<file path="src/rtl/acl_pkg.sv">
// package: register map, field positions and reset values of the bank
package acl_pkg;

	// ------------------------------------------------------------------
	// register offsets
	// ------------------------------------------------------------------
	localparam logic [7:0] ADDR_ANALOG_CONFIG   = 8'h02;
	localparam logic [7:0] ADDR_LEAD_OFF_CONTROL = 8'h03;

	// ------------------------------------------------------------------
	// reset values (fixed bits included)
	// ------------------------------------------------------------------
	localparam logic [7:0] RST_ANALOG_CONFIG    = 8'h80;
	localparam logic [7:0] RST_LEAD_OFF_CONTROL = 8'h10;

	// ------------------------------------------------------------------
	// analog_config fields
	// ------------------------------------------------------------------
	localparam int AC_FIXED_ONE_BIT    = 7;
	localparam int AC_COMP_EN_BIT      = 6;
	localparam int AC_REFBUF_EN_BIT    = 5;
	localparam int AC_HIGH_REF_BIT     = 4;
	localparam int AC_CLK_OUT_BIT      = 3;
	localparam int AC_FIXED_ZERO_BIT   = 2;
	localparam int AC_TEST_ON_BIT      = 1;
	localparam int AC_TEST_RATE_BIT    = 0;

	// ------------------------------------------------------------------
	// lead_off_control fields
	// ------------------------------------------------------------------
	localparam int LC_THRESH_MSB       = 7;
	localparam int LC_THRESH_LSB       = 5;
	localparam int LC_FIXED_ONE_BIT    = 4;
	localparam int LC_CURRENT_MSB      = 3;
	localparam int LC_CURRENT_LSB      = 2;
	localparam int LC_FIXED_ZERO_BIT   = 1;
	localparam int LC_AC_SELECT_BIT    = 0;

	// unmapped reads return this value
	localparam logic [7:0] RD_UNMAPPED = 8'h00;

endpackage : acl_pkg

</file>
<file path="src/rtl/acl_reg8.sv">
// file: one 8-bit control register with reset value and write enable
`timescale 1ns/1ps

module acl_reg8 #(
	parameter logic [7:0] RST_VAL = 8'h00
) (
	input  wire logic       i_mclk,
	input  wire logic       i_rst,
	input  wire logic       i_we,
	input  wire logic [7:0] i_wdata,
	output logic      [7:0] o_q
);

	// plain storage; fixed bits are whatever the host writes
	always_ff @(posedge i_mclk or posedge i_rst) begin
		if (i_rst) begin
			o_q <= RST_VAL;
		end else if (i_we) begin
			o_q <= i_wdata;
		end
	end

endmodule : acl_reg8

</file>
<file path="src/rtl/acl_config_leadoff_regs.sv">
// file: analog configuration and lead-off control register bank
//
// The implementer's own choice: the strobed register port.
`timescale 1ns/1ps
// What this block does
// bit 6 enables lead-off comparators, default off
// bit 5 enables reference buffer, default off
// bit 4 selects 4.033 V reference, else 2.42 V
// bit 3 drives oscillator out on clock pin
// bit 1 turns internal test signal on
// bit 0 selects 1 Hz square, else dc
// lead-off bits 7:5 set comparator threshold
// lead-off bits 3:2 set excitation current
// lead-off bit 0 selects ac detection
// host writes fixed bits at required values

module acl_config_leadoff_regs (
	input  wire logic       i_mclk,
	input  wire logic       i_rst,
	input  wire logic [7:0] i_addr,
	input  wire logic [7:0] i_wdata,
	input  wire logic       i_wr,
	input  wire logic       i_rd,
	input  wire logic       i_int_osc_used,
	output logic      [7:0] o_rdata,
	output logic            o_detect_comparator_enable,
	output logic            o_reference_buffer_enable,
	output logic            o_high_reference_select,
	output logic            o_clock_out_enable,
	output logic            o_test_signal_enable,
	output logic            o_test_signal_rate,
	output logic      [2:0] o_comparator_threshold,
	output logic      [1:0] o_excitation_current_level,
	output logic            o_detect_ac_select
);

	// ------------------------------------------------------------------
	// address decode
	// ------------------------------------------------------------------
	logic [7:0] analog_config_r;
	logic [7:0] lead_off_control_r;
	logic [7:0] rdata_nxt;
	logic       we_ac;
	logic       we_lc;

	// decode shared by the write path and the read path
	function automatic logic hit(input logic [7:0] a, input logic [7:0] off);
		hit = (a == off);
	endfunction : hit

	assign we_ac = i_wr & hit(i_addr, acl_pkg::ADDR_ANALOG_CONFIG);
	assign we_lc = i_wr & hit(i_addr, acl_pkg::ADDR_LEAD_OFF_CONTROL);

	// ------------------------------------------------------------------
	// storage
	// ------------------------------------------------------------------
	// fixed bits are stored as written; the host keeps them right  R10
	acl_reg8 #(
		.RST_VAL (acl_pkg::RST_ANALOG_CONFIG)
	) u_analog_config (
		.i_mclk  (i_mclk),
		.i_rst   (i_rst),
		.i_we    (we_ac),
		.i_wdata (i_wdata),
		.o_q     (analog_config_r)
	);

	acl_reg8 #(
		.RST_VAL (acl_pkg::RST_LEAD_OFF_CONTROL)
	) u_lead_off_control (
		.i_mclk  (i_mclk),
		.i_rst   (i_rst),
		.i_we    (we_lc),
		.i_wdata (i_wdata),
		.o_q     (lead_off_control_r)
	);

	// ------------------------------------------------------------------
	// read port: data valid the cycle after the strobe
	// ------------------------------------------------------------------
	always_comb begin
		if (hit(i_addr, acl_pkg::ADDR_ANALOG_CONFIG)) begin
			rdata_nxt = analog_config_r;
		end else if (hit(i_addr, acl_pkg::ADDR_LEAD_OFF_CONTROL)) begin
			rdata_nxt = lead_off_control_r;
		end else begin
			rdata_nxt = acl_pkg::RD_UNMAPPED;
		end
	end

	// holds last read value; only meaningful the cycle after i_rd
	always_ff @(posedge i_mclk or posedge i_rst) begin
		if (i_rst) begin
			o_rdata <= 8'h00;
		end else if (i_rd) begin
			o_rdata <= rdata_nxt;
		end
	end

	// ------------------------------------------------------------------
	// control outputs to the analog circuits
	// ------------------------------------------------------------------
	// straight from the register flops, except clock out, which is ANDed with i_int_osc_used
	assign o_detect_comparator_enable =
		analog_config_r[acl_pkg::AC_COMP_EN_BIT];
	assign o_reference_buffer_enable =
		analog_config_r[acl_pkg::AC_REFBUF_EN_BIT];
	assign o_high_reference_select =
		analog_config_r[acl_pkg::AC_HIGH_REF_BIT];
	// clock out only matters while the internal oscillator runs
	assign o_clock_out_enable = i_int_osc_used &
		analog_config_r[acl_pkg::AC_CLK_OUT_BIT];
	assign o_test_signal_enable =
		analog_config_r[acl_pkg::AC_TEST_ON_BIT];
	assign o_test_signal_rate =
		analog_config_r[acl_pkg::AC_TEST_RATE_BIT];
	assign o_comparator_threshold = lead_off_control_r[
		acl_pkg::LC_THRESH_MSB:acl_pkg::LC_THRESH_LSB];
	assign o_excitation_current_level = lead_off_control_r[
		acl_pkg::LC_CURRENT_MSB:acl_pkg::LC_CURRENT_LSB];
	assign o_detect_ac_select =
		lead_off_control_r[acl_pkg::LC_AC_SELECT_BIT];

	// ------------------------------------------------------------------
	// checks
	// ------------------------------------------------------------------
	// each analog_config write shows on its outputs one cycle later, clock out only while i_int_osc_used is high
	AST_COMP_EN: assert property (@(posedge i_mclk) disable iff (i_rst)
		we_ac |=> o_detect_comparator_enable ==
			$past(i_wdata[acl_pkg::AC_COMP_EN_BIT]))
		else $error("comparator enable does not follow write");

	AST_REFBUF: assert property (@(posedge i_mclk) disable iff (i_rst)
		we_ac |=> o_reference_buffer_enable ==
			$past(i_wdata[acl_pkg::AC_REFBUF_EN_BIT]))
		else $error("reference buffer enable does not follow write");

	AST_HIGH_REF: assert property (@(posedge i_mclk) disable iff (i_rst)
		we_ac |=> o_high_reference_select ==
			$past(i_wdata[acl_pkg::AC_HIGH_REF_BIT]))
		else $error("reference select does not follow write");

	// clock out is never on without both the oscillator and the bit
	AST_CLK_OUT: assert property (@(posedge i_mclk) disable iff (i_rst)
		o_clock_out_enable |->
			i_int_osc_used && analog_config_r[acl_pkg::AC_CLK_OUT_BIT])
		else $error("clock out enabled without oscillator and bit");

	AST_TEST_ON: assert property (@(posedge i_mclk) disable iff (i_rst)
		(we_ac && !i_wdata[acl_pkg::AC_TEST_ON_BIT]) |=>
			!o_test_signal_enable)
		else $error("test signal not off after clear");

	AST_TEST_RATE: assert property (@(posedge i_mclk) disable iff (i_rst)
		(!we_ac && $stable(analog_config_r)) |=> $stable(o_test_signal_rate))
		else $error("test rate changed without write");

	AST_THRESH: assert property (@(posedge i_mclk) disable iff (i_rst)
		we_lc |=> o_comparator_threshold ==
			$past(i_wdata[acl_pkg::LC_THRESH_MSB:acl_pkg::LC_THRESH_LSB]))
		else $error("threshold does not follow write");

	AST_CURRENT: assert property (@(posedge i_mclk) disable iff (i_rst)
		we_lc |=> o_excitation_current_level ==
			$past(i_wdata[acl_pkg::LC_CURRENT_MSB:acl_pkg::LC_CURRENT_LSB]))
		else $error("current level does not follow write");

	// the written value is the one sampled with the strobe, one cycle back
	AST_AC_SEL: assert property (@(posedge i_mclk) disable iff (i_rst)
		(we_lc ##1 !we_lc) |->
			o_detect_ac_select == $past(i_wdata[acl_pkg::LC_AC_SELECT_BIT]))
		else $error("ac select not held after write");

	AST_READBACK: assert property (@(posedge i_mclk) disable iff (i_rst)
		(i_rd && hit(i_addr, acl_pkg::ADDR_LEAD_OFF_CONTROL) && !i_wr)
		|=> o_rdata == lead_off_control_r)
		else $error("lead-off readback wrong");

	// ------------------------------------------------------------------
	// further checks: paths the write checks above leave open
	// ------------------------------------------------------------------
	// a write with bit 1 set must turn the test signal on as well
	AST_TEST_SET: assert property (@(posedge i_mclk) disable iff (i_rst)
		we_ac |=> o_test_signal_enable ==
			$past(i_wdata[acl_pkg::AC_TEST_ON_BIT]))
		else $error("test signal does not follow write");

	// the rate check above covers holding only, this one covers writes
	AST_RATE_SET: assert property (@(posedge i_mclk) disable iff (i_rst)
		we_ac |=> o_test_signal_rate ==
			$past(i_wdata[acl_pkg::AC_TEST_RATE_BIT]))
		else $error("test rate does not follow write");

	// with the oscillator running, clock out follows the written bit
	AST_CLK_SET: assert property (@(posedge i_mclk) disable iff (i_rst)
		(we_ac ##1 i_int_osc_used) |->
			o_clock_out_enable == $past(i_wdata[acl_pkg::AC_CLK_OUT_BIT]))
		else $error("clock out does not follow write");

	// an external clock source must never see the pin driven
	AST_CLK_GATE: assert property (@(posedge i_mclk) disable iff (i_rst)
		!i_int_osc_used |-> !o_clock_out_enable)
		else $error("clock out enabled without oscillator");

	// analog settings other than clock out move only on a write; a stray change upsets the
	// front end far more than a lost write would
	AST_AC_HOLD: assert property (
		@(posedge i_mclk) disable iff (i_rst)
		!we_ac |=> $stable(o_detect_comparator_enable) &&
			$stable(o_reference_buffer_enable) &&
			$stable(o_high_reference_select) &&
			$stable(o_test_signal_enable))
		else $error("analog setting changed without write");

	AST_LC_HOLD: assert property (
		@(posedge i_mclk) disable iff (i_rst)
		!we_lc |=> $stable(o_comparator_threshold) &&
			$stable(o_excitation_current_level) &&
			$stable(o_detect_ac_select))
		else $error("lead-off setting changed without write");

	// config readback carries the value held when the strobe was taken
	AST_READ_AC: assert property (@(posedge i_mclk) disable iff (i_rst)
		(i_rd && hit(i_addr, acl_pkg::ADDR_ANALOG_CONFIG) && !i_wr)
		|=> o_rdata == $past(analog_config_r))
		else $error("analog config readback wrong");

	// undecoded offsets read as a fixed pattern, never stale data
	AST_READ_NONE: assert property (@(posedge i_mclk) disable iff (i_rst)
		(i_rd && !hit(i_addr, acl_pkg::ADDR_ANALOG_CONFIG) &&
			!hit(i_addr, acl_pkg::ADDR_LEAD_OFF_CONTROL))
		|=> o_rdata == acl_pkg::RD_UNMAPPED)
		else $error("unmapped read not blank");

	// reset loads the default settings into both registers
	AST_RST_REGS: assert property (@(posedge i_mclk) i_rst |->
		analog_config_r == acl_pkg::RST_ANALOG_CONFIG &&
		lead_off_control_r == acl_pkg::RST_LEAD_OFF_CONTROL &&
		o_rdata == 8'h00)
		else $error("register not at default during reset");

	// no analog control line may be active while reset is held
	AST_RST_OUTS: assert property (@(posedge i_mclk) i_rst |->
		!o_detect_comparator_enable && !o_reference_buffer_enable &&
		!o_high_reference_select && !o_clock_out_enable &&
		!o_test_signal_enable && !o_test_signal_rate &&
		o_comparator_threshold == 3'h0 &&
		o_excitation_current_level == 2'h0 && !o_detect_ac_select)
		else $error("control output active during reset");

endmodule : acl_config_leadoff_regs

</file>
<file path="config.mk">
export PLATFORM = sky130hd
export DESIGN_NAME = acl_config_leadoff_regs
export DESIGN_NICKNAME = d
export VERILOG_FILES = /design/src/rtl/acl_pkg.sv /design/src/rtl/acl_reg8.sv /design/src/rtl/acl_config_leadoff_regs.sv
export SDC_FILE = /design/constraint.sdc
export NUM_CORES = 1
export LEC_CHECK = 0
export BUFFER_PORTS_ARGS = -buffer_cell sky130_fd_sc_hd__clkbuf_2
export CAP_MARGIN = 20
export CORE_ASPECT_RATIO = 1.1
export CORE_MARGIN = 5
export CORE_UTILIZATION = 43
export CTS_CLUSTER_DIAMETER = 100
export DETAILED_ROUTE_END_ITERATION = 12
export PLACE_DENSITY = 0.73
export SLEW_MARGIN = 0
export SYNTH_ARGS = -nofsm -noshare
export SYNTH_HDL_FRONTEND = slang
export SYNTH_HIERARCHICAL = 1
export SYNTH_SLANG_ARGS = --single-unit
</file>
<file path="constraint.sdc">
create_clock -name i_mclk -period 0.9 [get_ports i_mclk]
set_input_delay 0 -clock i_mclk [delete_from_list [all_inputs] [get_ports i_mclk]]
set_output_delay 0 -clock i_mclk [all_outputs]
set_load 0.01 [all_outputs]
</file>
==> impl_metrics.yaml <==
die:
  initial_utilization_pct: 45.5
  die_area_mm2: 0.00380
  core_area_mm2: 0.00252
  placement_rows: 19
  die_x_um: 59.2
  io_pins: 41
  dieHeight_um: 64.1
drt:
  viasPerCell: 5.16
  drtIter0Drc: 15
  drt-pass1-iter-count: 6
  finalWirelength_mm: 2.90
  final_antenna_net_count: 0
  drc: 0
  dr_total_vias: 877
  wl_per_cell_um: 17.1
placed_design:
  gp_congestion: 0.764
  dp_hpwl_mm: 2.03
  port-buffer-count: 40
sta:
  hold_viol_final: 0
  tightest_slew_ns: 0.599
  rsz0062_at_grt: "true"
  tns_ns: -5.72
  whs_ns: 0.140
  finalSetupViolCount: 25
  max-slew-margin-rel_pct: 60.0
  setup_ws_ns: -0.351
  max_freq_mhz: 799
  fin_worst_skew_ns: 0.00132
  drv_slew: 0
  post-route-period-util_pct: 139
  finalCriticalPeriod_ns: 1.25
logic_synthesis:
  ys_seq_area_share_pct: 52.6
  ys_ff_latch: 24
  synthSimpleGateAreaFrac_pct: 7.75
  yosys.area.top_type_share_pct: 48.0
  synth-xor-area-share_pct: 0
  syn_area_mm2: 0.00115
  synthMuxAreaShare_pct: 27.9
  synth_compound_area_share_pct: 6.11
  synth.most_common_cell: "dfrtp_1"
  synthArstFlopShare_pct: 100
  yosysTopAreaCell: "dfrtp_1"
  synthFlopType: "dfrtp_1"
  synth_nets: 101
  synthAdderAreaFrac_pct: 0
  ys_warn_count: 6
  synth_commonest_cells: "dfrtp_1 (22), mux2_4 (16), mux2i_1 (8), nand2b_1 (8), o41ai_1 (8)"
  syn_inst: 80
  synth_cell_types: 13
  syn_avg_cell_area_um2: 14.3
  synthTopCellsByArea: "dfrtp_1 (48%), mux2_4 (21%), mux2i_1 (7.0%)"
  synth_edf_count: 0
  synth_top_family_by_area: "multiplexers"
pwr:
  vdd_drop_max_v: 0.000957
  power_density_mw_per_mm2: 1120
  p_leak_uw: 0.00103
cts:
  htreeDepth: 1
  clk_pin_slew_worst_paths_ns: 0.12
  cts_tree: "built"
  clk_latency_ns: 0.31
  numCtsBuffers: 3
  root_buffer: "clkbuf_4"
  cts_sinks: 24
  cts.path.max_buffers: 2
critical_path:
  cp.depth: 5
  required_ns: 1.11
  path_cells: "buf_6 > or4b_4 > nor4_4 > buf_4 > mux2_4"
  cp.arrival_ns: 1.46
  path_class: "input pin to flip-flop"
  crit_family: "simple AND/OR/NAND/NOR gates"
  crit_fanout: 3
  crit_buf_inv: 2
  critPathSlowestCell: "or4b_4"
  endpoint_kind: "flip-flop"
  slowest_delay_ns: 0.57
  ff2ff_path_depth: 3
  crit_path_start_kind: "input pin"
flow_run:
  cap_violations: 0
global_routing:
  grt_max_degree: 14
  antenna_found_initial: 0
  grt_pass1_wl_mm: 4.66
  grt_usage_pct: 16.1
  grt_pass1_vias: 879
  grt_overflow: 0
layout:
  area_growth_syn_to_layout_pct: 52.2
  fill_cells: 191
  finalNetCount: 161
  num_antenna_cells: 0
  drive_gt1_share_pct: 61.2
outcome:
  status: "finished with violations"
  violations: "negative setup slack"
worst_hold_path:
  min_delay_path_depth: 4
  hp-class: "input pin to flip-flop"
[power breakdown]
part,internal (uW),switching [uW],leakage (uW),total [uW]
logic,170,158,0.000686,328
clock network,173,303,0.0000150,476
registers,1120,27.8,0.000326,1140
total,1460,488,0.00103,1950
[per-layer routing]
| layer | up-vias | wire (um) | track usage [%] | part of all wire (%) |
|---|---|---|---|---|
| met2 | 34 | 1520 | 26.5 | 52 |
| met4 | 0 | 58 | 5.10 | 2.0 |
| li1 | 409 | - | - | - |
| met3 | 6 | 188 | 2.01 | 6.5 |
| met5 | - | 0 | 0 | 0 |
| met1 | 428 | 1130 | 21.7 | 39 |
[through the flow]
stage	utilization, %	setup WS (ns)	total power, uW	instance area [um2]	cells
global route	69.2	-0.355	2040	1740	170
detailed placement	57.4	-0.687	1410	1450	154
global placement	57.4	-0.669	1410	1450	154
CTS	65.4	-0.329	1930	1650	169
finish	69.2	-0.351	1950	1740	170
floorplan	-	-0.574	1300	1180	80
[worst reg2reg max path, cell delays in order, from the launching register on]
cell     delay (ns)
dfrtp_1        0.41
buf_4          0.14
mux2i_1        0.27
o41ai_4        0.09
[registers in the layout (all words and copies together) (netlist names)]
signal	flops
o_rdata	8
u_analog_config/o_q	8
u_lead_off_control/o_q	8
[path summary, 6_finish.rpt]
kind | from | to | slack, ns
worst min register to register | o_rdata[2]$_DFFE_PP0P_ | o_rdata[2]$_DFFE_PP0P_ | 0.53
max in group asynchronous | i_rst | u_lead_off_control/o_q[4]$_DFFE_PP1P_ | 0.42
worst min-delay path | i_rd | o_rdata[2]$_DFFE_PP0P_ | 0.14
worst max register to register | u_analog_config/o_q[3]$_DFFE_PP0P_ | o_rdata[3]$_DFFE_PP0P_ | -0.13
min in group asynchronous | i_rst | u_analog_config/o_q[2]$_DFFE_PP0P_ | 0.18
worst max-delay path | i_addr[2] | u_lead_off_control/o_q[0]$_DFFE_PP0P_ | -0.35
[kinds of logic after synthesis]
logic type,count (synthesis)
multiplexers,24
flip-flops,24
AND/OR/NAND/NOR,13
buffers and inverters,11
AO/OA/AOI/OAI,8
[placed cells by master, fill, tap and decap left out, drive strengths merged, types with 6 or more instances in the layout]
master / n
mux2: 16
buf: 13
clkbuf: 42
nand2b: 8
o41ai: 8
dlygate4sd3: 9
mux2i: 8
inv: 6
dfrtp: 22
[cell type report]
type                       count  area [um2]  area share (%)
multi-input combinational     45         644            36.9
clock buffer                   4        26.3            1.51
timing repair buffer          60         409            23.5
sequential                    24         603            34.6
inverter                       6        22.5            1.29
tap                           31        38.8            2.22
[repair_timing]
action | CTS | global route
hold endpoints to repair | 40 | 0
buffers inserted | 2 | 2
resized for setup | 11 | 13
setup endpoints to repair | 25 | 36
pin swaps | 1 | 4
hold buffers | 9 | 0
No activity file was read; power rests on OpenSTA's default activity.
